[config.mk]
export PLATFORM = sky130hd
export DESIGN_NAME = fcs_status_block
export DESIGN_NICKNAME = d
export VERILOG_FILES = /design/src/verilog/fcs_pkg.sv /design/src/verilog/fcs_status_block.sv
export SDC_FILE = /design/constraint.sdc
export NUM_CORES = 1
export LEC_CHECK = 0
export ABC_AREA = 1
export BUFFER_PORTS_ARGS = -buffer_cell sky130_fd_sc_hd__buf_4
export CORE_AREA = 2 2 233 235
export DETAILED_ROUTE_END_ITERATION = 12
export DIE_AREA = 0 0 235 237
export SETUP_SLACK_MARGIN = 0.5
export SLEW_MARGIN = 0
export SYNTH_ARGS = -nofsm -noshare
export SYNTH_HDL_FRONTEND = slang
export SYNTH_SLANG_ARGS = --single-unit
[constraint.sdc]
create_clock -name clk -period 4.1 [get_ports clk]
set_input_delay 0.82 -clock clk [delete_from_list [all_inputs] [get_ports clk]]
set_output_delay 0.82 -clock clk [all_outputs]
set_load 0.005 [all_outputs]
[src/verilog/fcs_pkg.sv]
// Purpose: shared constants and carriers for the fast counter status block
// Assumes: 32-bit APB, one word per register
// Notes:   offsets are byte addresses
package fcs_pkg;

  // register byte offsets
  localparam logic [11:0] OFS_FLAGS     = 12'h000;
  localparam logic [11:0] OFS_POSITION  = 12'h004;
  localparam logic [11:0] OFS_FAULT     = 12'h008;
  localparam logic [11:0] OFS_ACCUM     = 12'h00C;
  localparam logic [11:0] OFS_UPPER_TGT = 12'h010;
  localparam logic [11:0] OFS_LOWER_TGT = 12'h014;
  localparam logic [11:0] OFS_UPPER_PAT = 12'h018;
  localparam logic [11:0] OFS_LOWER_PAT = 12'h01C;
  localparam logic [11:0] OFS_OVER_LIM  = 12'h020;
  localparam logic [11:0] OFS_UNDER_LIM = 12'h024;

  // bit positions in the flags register
  localparam int BIT_ENABLED     = 0;
  localparam int BIT_FAULT       = 1;
  localparam int BIT_UP_ACT      = 2;
  localparam int BIT_DOWN_ACT    = 3;
  localparam int BIT_SHOT_DONE   = 4;
  localparam int BIT_OVER        = 5;
  localparam int BIT_UNDER       = 6;
  localparam int BIT_DIRECTION   = 7;
  localparam int BIT_UPPER_HIT   = 8;
  localparam int BIT_LOWER_HIT   = 9;
  localparam int BIT_CAUSE_OVER  = 10;
  localparam int BIT_CAUSE_UNDER = 11;
  localparam int BIT_CAUSE_UPPER = 12;
  localparam int BIT_CAUSE_LOWER = 13;

  // commands and modes
  localparam logic [7:0] CMD_COUNT      = 8'h01;
  localparam logic [3:0] MODE_FIRST_BI  = 4'h2;
  localparam logic [3:0] MODE_LAST      = 4'h9;

  // reset values
  localparam logic [15:0] POSITION_START = 16'h0000;
  localparam logic [31:0] OVER_LIM_RST   = 32'h7FFFFFFF;
  localparam logic [31:0] UNDER_LIM_RST  = 32'h80000000;
  localparam logic [31:0] WORD_ZERO      = 32'h00000000;

  // preset bundle loaded by the counting core
  typedef struct packed {
    logic [31:0] upper_target;
    logic [31:0] lower_target;
    logic [31:0] upper_pattern;
    logic [31:0] lower_pattern;
  } fcs_preset_t;

  // interrupt triggers from the counting core
  typedef struct packed {
    logic over;
    logic under;
    logic upper;
    logic lower;
  } fcs_irq_t;

endpackage

[src/verilog/fcs_status_block.sv]
// Purpose: status record of a fast pulse counter, reachable over APB
// Assumes: core inputs are synchronous to clk; ce low freezes all state
// Notes:   zero-wait APB slave, read data registered in the setup phase
//
// Our own choices: the register addresses and the APB register port.
`timescale 1ns/1ns
`default_nettype none

module fcs_status_block #(
  parameter int ADDR_W = 12
) (
  // clock, reset, enable
  input  wire logic                 clk,
  input  wire logic                 arst_n,
  input  wire logic                 ce,
  // apb slave
  input  wire logic                 psel,
  input  wire logic                 penable,
  input  wire logic                 pwrite,
  input  wire logic [ADDR_W-1:0]    paddr,
  input  wire logic [31:0]          pwdata,
  output logic                      pready,
  output logic                      pslverr,
  output logic [31:0]               prdata,
  // counting core
  input  wire logic [7:0]           count_cmd,
  input  wire logic                 count_enable,
  input  wire logic [3:0]           count_mode,
  input  wire logic                 step_up,
  input  wire logic                 step_down,
  input  wire logic                 preset_load,
  input  wire fcs_pkg::fcs_preset_t preset_in,
  input  wire fcs_pkg::fcs_irq_t    irq_trigger,
  input  wire logic                 fault_valid,
  input  wire logic [15:0]          fault_code_in,
  input  wire logic                 table_step,
  input  wire logic                 table_at_end,
  // to the counting core
  output logic [31:0]               count_value,
  output logic [31:0]               upper_pattern_out,
  output logic [31:0]               lower_pattern_out
);

  logic               counting_enabled_bit;
  logic               fault_present_bit;
  logic               up_activity_bit;
  logic               down_activity_bit;
  logic               single_shot_done_bit;
  logic               over_limit_bit;
  logic               under_limit_bit;
  logic               direction_bit;
  logic               upper_target_hit_bit;
  logic               lower_target_hit_bit;
  logic               over_limit_irq_cause;
  logic               under_limit_irq_cause;
  logic               upper_target_irq_cause;
  logic               lower_target_irq_cause;
  logic [15:0]        limit_table_position;
  logic [15:0]        fault_code;
  logic signed [31:0] accumulator;
  logic signed [31:0] last_upper_target;
  logic signed [31:0] last_lower_target;
  logic [31:0]        last_upper_output_pattern;
  logic [31:0]        last_lower_output_pattern;
  logic signed [31:0] over_setting;
  logic signed [31:0] under_setting;

  logic               running;
  logic               bidir_mode;
  logic               single_mode;
  logic               up_evt;
  logic               down_evt;
  logic               upper_reach;
  logic               new_cause;
  logic signed [31:0] acc_inc;
  logic               wr_en;
  logic               setup;
  logic [31:0]        clr;
  logic [31:0]        flags_word;
  logic [31:0]        next_prdata;

  function automatic logic addr_mapped(input logic [ADDR_W-1:0] a);
    logic [11:0] o;
    o = 12'(a);
    addr_mapped = (o == fcs_pkg::OFS_FLAGS) || (o == fcs_pkg::OFS_POSITION) ||
                  (o == fcs_pkg::OFS_FAULT) || (o == fcs_pkg::OFS_ACCUM) ||
                  (o == fcs_pkg::OFS_UPPER_TGT) || (o == fcs_pkg::OFS_LOWER_TGT) ||
                  (o == fcs_pkg::OFS_UPPER_PAT) || (o == fcs_pkg::OFS_LOWER_PAT) ||
                  (o == fcs_pkg::OFS_OVER_LIM) || (o == fcs_pkg::OFS_UNDER_LIM);
  endfunction

  function automatic logic hit(input logic [ADDR_W-1:0] a, input logic [11:0] ofs);
    hit = (12'(a) == ofs);
  endfunction

  // bus decode, zero wait states while enabled
  assign pready  = ce;
  assign pslverr = psel & penable & ~addr_mapped(paddr);
  assign setup   = ce & psel & ~penable;
  assign wr_en   = ce & psel & penable & pwrite & addr_mapped(paddr);
  assign clr     = (wr_en && hit(paddr, fcs_pkg::OFS_FLAGS)) ? pwdata : fcs_pkg::WORD_ZERO;

  // core conditions
  assign running     = (count_cmd == fcs_pkg::CMD_COUNT);
  assign bidir_mode  = (count_mode >= fcs_pkg::MODE_FIRST_BI) && (count_mode <= fcs_pkg::MODE_LAST);
  assign single_mode = (count_mode < fcs_pkg::MODE_FIRST_BI);
  assign up_evt      = ce & running & counting_enabled_bit & step_up & ~step_down;
  assign down_evt    = ce & running & counting_enabled_bit & step_down & ~step_up & bidir_mode;
  assign acc_inc     = accumulator + 32'sd1;
  assign upper_reach = up_evt & (acc_inc >= last_upper_target);
  assign new_cause   = irq_trigger.over | irq_trigger.under | irq_trigger.upper |
                       (irq_trigger.lower & bidir_mode);

  assign count_value       = accumulator;
  assign upper_pattern_out = last_upper_output_pattern;
  assign lower_pattern_out = last_lower_output_pattern;

  // enable mirrors
  always_ff @(posedge clk or negedge arst_n) begin
    if (!arst_n) begin
      counting_enabled_bit <= 1'b0;
      up_activity_bit      <= 1'b0;
      down_activity_bit    <= 1'b0;
    end else if (ce && running) begin
      counting_enabled_bit <= count_enable;
      up_activity_bit      <= count_enable;
      down_activity_bit    <= count_enable & bidir_mode;
    end
  end

  // fault flag and code; set beats clear
  always_ff @(posedge clk or negedge arst_n) begin
    if (!arst_n) begin
      fault_present_bit <= 1'b0;
      fault_code        <= 16'h0000;
    end else if (ce) begin
      if (fault_valid && fault_code_in != 16'h0000) begin
        fault_present_bit <= 1'b1;
        fault_code        <= fault_code_in;
      end else begin
        if (clr[fcs_pkg::BIT_FAULT])
          fault_present_bit <= 1'b0;
        if (wr_en && hit(paddr, fcs_pkg::OFS_FAULT))
          fault_code <= pwdata[15:0];
      end
    end
  end

  // accumulator
  always_ff @(posedge clk or negedge arst_n) begin
    if (!arst_n) begin
      accumulator <= 32'sh00000000;
    end else if (wr_en && hit(paddr, fcs_pkg::OFS_ACCUM)) begin
      accumulator <= pwdata;
    end else if (up_evt) begin
      if (single_mode && upper_reach)
        accumulator <= 32'sh00000000;
      else
        accumulator <= acc_inc;
    end else if (down_evt) begin
      accumulator <= accumulator - 32'sd1;
    end
  end

  // direction holds while the count stands
  always_ff @(posedge clk or negedge arst_n) begin
    if (!arst_n)
      direction_bit <= 1'b1;
    else if (up_evt)
      direction_bit <= 1'b1;
    else if (down_evt)
      direction_bit <= 1'b0;
  end

  // single shot, over and under flags
  always_ff @(posedge clk or negedge arst_n) begin
    if (!arst_n) begin
      single_shot_done_bit <= 1'b0;
      over_limit_bit       <= 1'b0;
      under_limit_bit      <= 1'b0;
    end else if (ce) begin
      if (upper_reach && single_mode)
        single_shot_done_bit <= 1'b1;
      else if (clr[fcs_pkg::BIT_SHOT_DONE])
        single_shot_done_bit <= 1'b0;
      if (up_evt && accumulator == over_setting)
        over_limit_bit <= 1'b1;
      else if (clr[fcs_pkg::BIT_OVER])
        over_limit_bit <= 1'b0;
      if (down_evt && accumulator == under_setting)
        under_limit_bit <= 1'b1;
      else if (clr[fcs_pkg::BIT_UNDER])
        under_limit_bit <= 1'b0;
    end
  end

  // target comparisons refreshed while running
  always_ff @(posedge clk or negedge arst_n) begin
    if (!arst_n) begin
      upper_target_hit_bit <= 1'b0;
      lower_target_hit_bit <= 1'b0;
    end else if (ce && running) begin
      upper_target_hit_bit <= (accumulator >= last_upper_target);
      lower_target_hit_bit <= bidir_mode & (accumulator <= last_lower_target);
    end else if (ce) begin
      if (clr[fcs_pkg::BIT_UPPER_HIT])
        upper_target_hit_bit <= 1'b0;
      if (clr[fcs_pkg::BIT_LOWER_HIT])
        lower_target_hit_bit <= 1'b0;
    end
  end

  // interrupt cause flags
  always_ff @(posedge clk or negedge arst_n) begin
    if (!arst_n) begin
      over_limit_irq_cause   <= 1'b0;
      under_limit_irq_cause  <= 1'b0;
      upper_target_irq_cause <= 1'b0;
      lower_target_irq_cause <= 1'b0;
    end else if (ce && new_cause) begin
      over_limit_irq_cause   <= irq_trigger.over;
      under_limit_irq_cause  <= irq_trigger.under;
      upper_target_irq_cause <= irq_trigger.upper;
      lower_target_irq_cause <= irq_trigger.lower & bidir_mode;
    end else if (ce) begin
      if (clr[fcs_pkg::BIT_CAUSE_OVER])
        over_limit_irq_cause <= 1'b0;
      if (clr[fcs_pkg::BIT_CAUSE_UNDER])
        under_limit_irq_cause <= 1'b0;
      if (clr[fcs_pkg::BIT_CAUSE_UPPER])
        upper_target_irq_cause <= 1'b0;
      if (clr[fcs_pkg::BIT_CAUSE_LOWER])
        lower_target_irq_cause <= 1'b0;
    end
  end

  // limit switch table position
  always_ff @(posedge clk or negedge arst_n) begin
    if (!arst_n)
      limit_table_position <= fcs_pkg::POSITION_START;
    else if (upper_reach && table_at_end)
      limit_table_position <= fcs_pkg::POSITION_START;
    else if (ce && running && table_step)
      limit_table_position <= limit_table_position + 16'h0001;
  end

  // targets and patterns
  always_ff @(posedge clk or negedge arst_n) begin
    if (!arst_n) begin
      last_upper_target         <= 32'sh00000000;
      last_lower_target         <= 32'sh00000000;
      last_upper_output_pattern <= fcs_pkg::WORD_ZERO;
      last_lower_output_pattern <= fcs_pkg::WORD_ZERO;
    end else if (ce && preset_load) begin
      last_upper_target         <= preset_in.upper_target;
      last_lower_target         <= preset_in.lower_target;
      last_upper_output_pattern <= preset_in.upper_pattern;
      last_lower_output_pattern <= preset_in.lower_pattern;
    end else if (wr_en) begin
      if (hit(paddr, fcs_pkg::OFS_UPPER_PAT))
        last_upper_output_pattern <= pwdata;
      if (hit(paddr, fcs_pkg::OFS_LOWER_PAT))
        last_lower_output_pattern <= pwdata;
    end
  end

  // over and under limit settings
  always_ff @(posedge clk or negedge arst_n) begin
    if (!arst_n) begin
      over_setting  <= fcs_pkg::OVER_LIM_RST;
      under_setting <= fcs_pkg::UNDER_LIM_RST;
    end else if (wr_en) begin
      if (hit(paddr, fcs_pkg::OFS_OVER_LIM))
        over_setting <= pwdata;
      if (hit(paddr, fcs_pkg::OFS_UNDER_LIM))
        under_setting <= pwdata;
    end
  end

  // read mux
  always_comb begin
    flags_word = fcs_pkg::WORD_ZERO;
    flags_word[fcs_pkg::BIT_ENABLED]     = counting_enabled_bit;
    flags_word[fcs_pkg::BIT_FAULT]       = fault_present_bit;
    flags_word[fcs_pkg::BIT_UP_ACT]      = up_activity_bit;
    flags_word[fcs_pkg::BIT_DOWN_ACT]    = down_activity_bit;
    flags_word[fcs_pkg::BIT_SHOT_DONE]   = single_shot_done_bit;
    flags_word[fcs_pkg::BIT_OVER]        = over_limit_bit;
    flags_word[fcs_pkg::BIT_UNDER]       = under_limit_bit;
    flags_word[fcs_pkg::BIT_DIRECTION]   = direction_bit;
    flags_word[fcs_pkg::BIT_UPPER_HIT]   = upper_target_hit_bit;
    flags_word[fcs_pkg::BIT_LOWER_HIT]   = lower_target_hit_bit;
    flags_word[fcs_pkg::BIT_CAUSE_OVER]  = over_limit_irq_cause;
    flags_word[fcs_pkg::BIT_CAUSE_UNDER] = under_limit_irq_cause;
    flags_word[fcs_pkg::BIT_CAUSE_UPPER] = upper_target_irq_cause;
    flags_word[fcs_pkg::BIT_CAUSE_LOWER] = lower_target_irq_cause;
    case (12'(paddr))
      fcs_pkg::OFS_FLAGS:     next_prdata = flags_word;
      fcs_pkg::OFS_POSITION:  next_prdata = {16'h0000, limit_table_position};
      fcs_pkg::OFS_FAULT:     next_prdata = {16'h0000, fault_code};
      fcs_pkg::OFS_ACCUM:     next_prdata = accumulator;
      fcs_pkg::OFS_UPPER_TGT: next_prdata = last_upper_target;
      fcs_pkg::OFS_LOWER_TGT: next_prdata = last_lower_target;
      fcs_pkg::OFS_UPPER_PAT: next_prdata = last_upper_output_pattern;
      fcs_pkg::OFS_LOWER_PAT: next_prdata = last_lower_output_pattern;
      fcs_pkg::OFS_OVER_LIM:  next_prdata = over_setting;
      fcs_pkg::OFS_UNDER_LIM: next_prdata = under_setting;
      default:                next_prdata = fcs_pkg::WORD_ZERO;
    endcase
  end

  // read data captured in the setup phase
  always_ff @(posedge clk or negedge arst_n) begin
    if (!arst_n)
      prdata <= fcs_pkg::WORD_ZERO;
    else if (setup)
      prdata <= pwrite ? fcs_pkg::WORD_ZERO : next_prdata;
  end

endmodule

`default_nettype wire

; ---- After elaboration in Yosys (flattened, before gate mapping)
; Cells that the tools add are included.
; Widths: inputs -> output; s select.
[totals]
regBits = 301
inputBits = 217
out_inout_bits = 130
word_cells = 172
[op_classes]
addsub = 3
magnitude_cmp = 6
eq_ne = 12
n_mux = 45
n_bitwise = 25
n_reduce_logical = 58
[ops]
columns = operator, n
row1 = $mux 32, 11
row2 = $pmux 32 s10, 1
row3 = $eq 32x32->1, 2
row4 = $ge 32x32->1, 2
row5 = $mux 16, 4
row6 = $eq 12x5->1 const B, 4
row7 = $reduce_bool 2->1, 18
row8 = $add 32x2->32 const B, 1
row9 = $le 32x32->1, 1
row10 = $sub 32x2->32 const B, 1
row11 = $reduce_and 2->1, 15
row12 = $mux 1, 28
row13 = $eq 12x4->1 const B, 2
row14 = $eq 12x6->1 const B, 2
row15 = $and 1x1->1, 18
row16 = $add 16x1->16 const B, 1
row17 = $reduce_bool 16->1, 1
row18 = $mux 14, 1
row19 = $logic_and 1x1->1, 13
row20 = $eq 12x3->1 const B, 1
row21 = $logic_not 12->1, 1
row22 = $logic_or 1x1->1, 9
row23 = $eq 8x1->1 const B, 1
row24 = $ge 4x2->1 const B, 1
row25 = other kinds (5), 10

; ---- Depth between registers and ports, before layout
; Gate-level depths: netlist of the first run.
[logic_depth]
word_depth = 16
depth_mapped = 27
ltp_nobuf = 26

; ---- Worst setup path after synthesis of the first run
; OpenSTA, ideal clock, no wires.
[synth_path]
path_kind = reg2reg
startpoint = reg accumulator[0] (netlist: count_value[0])
endpoint = reg accumulator[24] (netlist: count_value[24])
setup_time_ps = 66
t_arrival_ps = 3324
required_time_ps = 4034
path_slack_ps = 710
path_stages_with_launch = 24
n_path_buf = 1
synth_period_minus_slack_ps = 3390
cell_sequence = dfrtp_1 inv_1 nor3_2 nand2_1 nor2_2 nand3b_1 or2_2 o22ai_1 inv_1 ha_1 a21oi_1 o21ai_0 a21oi_1 nand2_1 nand2_1 nand2_1 nand2_1 nand3_1 nand3_1 clkbuf_1 nand2_1 nand2_1 nand2_1 nand2_1
[synth_via]
elab_chain_len = 7
word_cells_on_any_way = 9
cone_classes = add/sub: 2 / order compare: 1 / mux: 4 / bitwise: 1 / reduce/logical: 1
[synth_rtl]
columns = item, line_no
row1 = "start, declared", fcs_status_block.sv:60  ; logic signed [31:0] accumulator;
row2 = "start signal, assigned", fcs_status_block.sv:154  ; accumulator <= pwdata;
row3 = "start signal, assigned", fcs_status_block.sv:159  ; accumulator <= acc_inc;
row4 = "start signal, assigned", fcs_status_block.sv:161  ; accumulator <= accumulator - 32'sd1;
row5 = $add 32x2->32, fcs_status_block.sv:109  ; assign acc_inc = accumulator + 32'sd1;
row6 = $ge 32x32->1, fcs_status_block.sv:110  ; assign upper_reach = up_evt & (acc_inc >= last_upper_target);
row7 = $and 1x1->1, fcs_status_block.sv:110
row8 = $logic_and 1x1->1, fcs_status_block.sv:156  ; if (single_mode && upper_reach)
row9 = $mux 32, fcs_status_block.sv:156
row10 = $mux 32 (*), fcs_status_block.sv:155  ; end else if (up_evt) begin
row11 = $mux 32 (*), fcs_status_block.sv:153  ; end else if (wr_en && hit(paddr, fcs_pkg::OFS_ACCUM)) begin
; Every way passes the cells marked *; elsewhere a longest branch is shown, timed or not. The select of a mux whose other input is x is not followed.
; A chain may end at the register's enable or synchronous reset.

; ---- Final worst setup path of the first run
[layout_path]
startpoint = reg accumulator[0] (netlist: count_value[0])
endpoint = reg accumulator[22] (netlist: count_value[22])
; The elaborated chain is that of the path after synthesis.

==> results of run 1 <==
==> area by class of cell <==
class / instances / area, um^2
Fill cell: 5385 / 26700
Multi-Input combinational cell: 2069 / 11200
Sequential cell: 301 / 7590
Timing Repair Buffer: 499 / 3930
Inverter: 446 / 1690
Clock buffer: 53 / 1070
Tap cell: 696 / 871
Clock inverter: 12 / 175
==> per-stage QoR <==
step / power (mW) / setup WS [ps]
floorplan: 4.37 / 710
global placement: 5.18 / 312
detailed placement: 5.23 / 284
CTS: 8.69 / 499
global route: 9.12 / 353
finish: 8.70 / 568
==> registers in the layout, summed over array words and instances, names as in the netlist, 16 cells and up <==
signal                flops
prdata                   32
count_value              32
over_setting             32
fault_code               16
last_upper_target        32
lower_pattern_out        32
under_setting            32
last_lower_target        32
limit_table_position     16
upper_pattern_out        32
==> cell usage in the layout, fill, tap and decap left out, types with 33 or more instances in the layout <==
cell type / instances
nand3_1: 221
a21oi_1: 64
nor4_1: 34
nand4_1: 53
o21ai_1: 65
o21ai_0: 116
nand2_1: 781
ha_1: 94
dfrtp_1: 256
nand2_2: 52
xor2_1: 67
o22ai_1: 116
inv_1: 402
buf_4: 477
clkbuf_16: 38
dfstp_2: 33
nor3_1: 55
nor2_1: 190
==> how the worst max path moves through the flow <==
| stage | to | start | slack [ps] | cells after the start |
|---|---|---|---|---|
| 2_1_floorplan | count_value[24] | count_value[0] | 710 | 23 |
| 3_3_place_gp | count_value[29] | count_value[0] | 310 | 26 |
| 3_5_place_dp | count_value[29] | count_value[0] | 280 | 26 |
| 4_1_cts | count_value[25] | count_value[1] | 500 | 28 |
| 5_1_grt | count_value[18] | count_value[0] | 350 | 27 |
| 6_report | count_value[22] | count_value[0] | 570 | 25 |
==> routing by layer <==
layer,GRT usage,up-vias,share of wire
li1,-,10400,-
met1,0.440,10300,0.46
met2,0.454,881,0.43
met3,0.0528,123,0.077
met4,0.0846,0,0.027
met5,0,-,0
==> logic make-up (layout without fill, tap and decap cells) <==
group / Yosys count / after routing / share of synthesized area
adders and majority gates: 99 / 99 / 0.0603
xor gates and xnor gates: 75 / 75 / 0.0320
DFF: 301 / 301 / 0.369
buffers and inverters: 584 / 1010 / 0.111
and+or+nand+nor: 1480 / 1480 / 0.312
AOI/OAI and AO/OA: 415 / 415 / 0.116
==> report_power, final <==
part	switching, mW	internal [mW]	total (mW)	leakage [nW]
clock	1.41	2.01	3.42	0.594
sequential	0.141	3.18	3.32	3.74
combinational	1.18	0.770	1.95	9.39
==> what timing repair did <==
item | in CTS | in global routing
pin swaps | 23 | 54
setup buffers | 15 | 14
gates resized for setup | 60 | 128
setup endpoints to repair | 49 | 49
cloned | 3 | 0
==> results_dict.tcl, run 1 <==
set metrics [dict create \
    status "finished, final reports clean" \
    place_area_mm2 0.0244 \
    final_cells 4076 \
    crit_fanout 8 \
    synth_area_leader_cell "dfrtp_1" \
    cp_slowest_cell "dfrtp_2" \
    ant_nets 0 \
    fmax_mhz 283 \
    cts-root-buf "clkbuf_16" \
    worst_slew_pin_slew_ps 1160 \
    synthCells 2954 \
    clkTransAtPathRegs_ps 60 \
    crit_family "simple AND/OR/NAND/NOR gates" \
    r2r_slack_ps 570 \
    dp.cells 3979 \
    design_area_mm2 0.0266 \
    tns_ps 0 \
    start_kind "flop" \
    maxCapViolations 0 \
    layout.core_utilization 0.499 \
    fin_crit_ps 3530 \
    synth_nets 3270 \
    synth_cell_types 54 \
    postCtsHoldBufs 0 \
    reg2reg_to "count_value[22]" \
    synthDominantCellAreaShare 0.327 \
    endpoint_kind "flop" \
    min_path_type "in2async" \
    rsz0062_at_grt "true" \
    drive_above_1_share 0.223 \
    worst_r2r_path_depth 25 \
    reg2reg_from "count_value[0]" \
    antenna_found_initial 0 \
    grt_pass1_wl_mm 129 \
    ys_seq_area_frac 0.369 \
    overflow 0 \
    crit_top_cell "nand2_2" \
    synth-main-ff-cell "dfrtp_1" \
    yosys-top-cells-area "dfrtp_1, nand2_1, inv_1" \
    die_width_um 235 \
    path_class "reg2reg" \
    grt_max_degree 89 \
    cts.sinks 301 \
    syn_area_per_cell_um2 6.95 \
    yosys_warnings 0 \
    ys_ff_latch 301 \
    core-area_mm2 0.0533 \
    p_leak_nw 13.7 \
    worst_hold_slack_ps 252 \
    insertedDiodeCount 0 \
    crit_required_ps 4560 \
    synthTopCellsByCount "nand2_1, inv_1, dfrtp_1" \
    fp.dieH_um 237 \
    path_buf_inv 7 \
    place_congestion 0.995 \
    grt.total_usage 0.301 \
    finClkSkew_ps 16.8 \
    pin_count 347 \
    clk_latency_ps 580 \
    wl_mm 85.6 \
    drc_errors 0 \
    grt_pass1_vias 21100 \
    cts_tree "yes" \
    synth_area_mm2 0.0205 \
    setup_violations 0 \
    clock_path_buffers 3 \
    yosysMostFrequentCell "nand2_1" \
    hpwl_mm 66.5 \
    syn_to_final_growth_pct 29.4 \
    fp-row-count 85 \
    nets 3670 \
    initial_utilization 0.385 \
    cts_buffers 37 \
    hold_viol 0 \
    io_buffers 345 \
    routedWlPerCell_um 21.0 \
    viasPerCell 5.33 \
    h-tree-depth 2 \
    critical_path_arrival_ps 3990 \
    finalCritPeriodShare 0.861 \
    critPathMaxStageDelay_ps 420 \
    powerDensity_mw_per_mm2 327 \
    synth-edff-count 0 \
    drtIter0Drc 2080 \
    maxSlewViolCount 0 \
    vias 21700 \
    async_reset_ff_frac 1.00 \
    drt_first_pass_iters 6 \
    ir_worst_vdd_mv 0.266 \
    die_area_mm2 0.0557 \
    slew_headroom 0.225 \
]
No activity file was read; power rests on OpenSTA's default activity.
==> run 2, diff against run 1 <==
Settings changed: CORE_AREA 2 2 233 235 to 2 2 192 194, DIE_AREA 0 0 235 237 to 0 0 194 196, PLACE_DENSITY set to 0.81, REMOVE_ABC_BUFFERS set to 1.
==> run 2 against run 1 <==
Sequential cell count did not move. Combinational power decreased by 2%. Sequential power about the same.
==> results_dict.tcl, run 2 (same netlist as run 1, synthesis figures left out) <==
set metrics [dict create \
    p_leak_nw 13.5 \
    insertedDiodeCount 0 \
    path_buf_inv 5 \
    start_kind "flop" \
    drt_first_pass_iters 9 \
    cts_buffers 35 \
    post-place-ws_ps 62.1 \
    slew_headroom 0.245 \
    power.total_mw 8.34 \
    powerDensity_mw_per_mm2 325 \
    antenna_found_initial 3 \
    critical_path_arrival_ps 4210 \
    wl_mm 79.0 \
    io_buffers 345 \
    setup_violations 0 \
    hold_viol 0 \
    fp-row-count 70 \
    crit_required_ps 4520 \
    die_area_mm2 0.0380 \
    viasPerCell 5.90 \
    ant_nets 0 \
    maxSlewViolCount 0 \
    postCtsHoldBufs 0 \
    finClkSkew_ps 25.8 \
    mostFrequentLayoutCell "nand2_1" \
    drc_errors 0 \
    rsz0062_at_grt "true" \
    min_path_type "in2async" \
    finalCritPeriodShare 0.924 \
    grt_max_degree 93 \
    fmax_mhz 264 \
    core-area_mm2 0.0361 \
    drive_above_1_share 0.201 \
    drtIter0Drc 2412 \
    cts_tree "yes" \
    cts-root-buf "clkbuf_16" \
    cp_slowest_cell "dfrtp_1" \
    clock_path_buffers 3 \
    syn_to_final_growth_pct 25.2 \
    worst_slew_pin_slew_ps 1130 \
    routedWlPerCell_um 20.8 \
    nets 3627 \
    path_class "reg2reg" \
    hpwl_mm 60.3 \
    die_width_um 194 \
    h-tree-depth 2 \
    worst_slack_ps 311 \
    clkTransAtPathRegs_ps 60 \
    initial_utilization 0.569 \
    overflow 0 \
    ir_worst_vdd_mv 0.309 \
    vias 22500 \
    pin_count 347 \
    crit_fanout 8 \
    place_congestion 1.00 \
    status "finished, final reports clean" \
    r2r_slack_ps 310 \
    fin_crit_ps 3790 \
    endpoint_kind "flop" \
    maxCapViolations 0 \
    grt.total_usage 0.405 \
    grt_pass1_wl_mm 120 \
    fp.dieH_um 196 \
    crit_family "simple AND/OR/NAND/NOR gates" \
    crit_top_cell "nand2_1" \
    final_cell_mix "nand2_1, buf_4, inv_1" \
    critPathMaxStageDelay_ps 380 \
    cts.sinks 301 \
    grt_pass1_vias 21200 \
    clk_latency_ps 550 \
]
## run 2: changes by cell type in the layout (fill, tap and decap cells not counted), sizes merged
cell	previous run	this run
clkbuf	53	57
clkinv	31	34
clkinvlp	5	1
buf	499	456
bufinv	3	1
## run 2: worst paths after layout
path | start | to | depth (start not counted)
max in group asynchronous | arst_n | last_upper_target[20] | 2
min in group clk | preset_in[75] | last_lower_target[11] | 3
min | arst_n | prdata[6] | 1
min reg2reg | over_setting[3] | over_setting[3] | 2
max | count_value[1] | count_value[8] | 27
max reg2reg | count_value[1] | count_value[8] | 27
## run 2: layout make-up
class / count / area, um^2
multi-input cells: 2069 / 11100
fillers: 2993 / 10400
flip-flops and latches: 301 / 7590
repair buffers: 458 / 3610
inverters: 446 / 1690
clock buffers: 55 / 1030
well taps: 468 / 586
clock inverters: 9 / 88.8
## run 2: through the flow
stage	cell area [um^2]	setup TNS, ps	utilization	std cells	hold WS (ps)
2_1_floorplan	19900	-123420	-	2816	455
6_report	25700	0	0.712	3806	307
5_1_grt	25700	0	0.712	3806	366
3_3_place_gp	23800	0	0.660	3717	462
4_1_cts	25300	0	0.700	3793	337
3_5_place_dp	23800	0	0.660	3717	465
## run 2: repair_timing
item                                    4_1_cts  5_1_grt
setup buffers                                10       11
pin swaps                                    12       39
endpoints found under the hold margin         0        0
endpoints found under the setup margin       49       49
cloned                                        2        2
resized for setup                            54       82
## run 2: report_power, final
part / internal [mW] / total, mW / switching [mW]
registers: 3.18 / 3.33 / 0.147
clock network: 1.80 / 3.10 / 1.30
logic: 0.755 / 1.91 / 1.16
total: 5.74 / 8.34 / 2.60
## run 2: per-layer routing
metal	vias to the layer above	wire, um	GRT usage
li1	10300	-	-
met1	10500	32200	0.567
met2	1411	33900	0.606
met3	201	9570	0.0978
met4	6	3320	0.166
met5	-	46	0
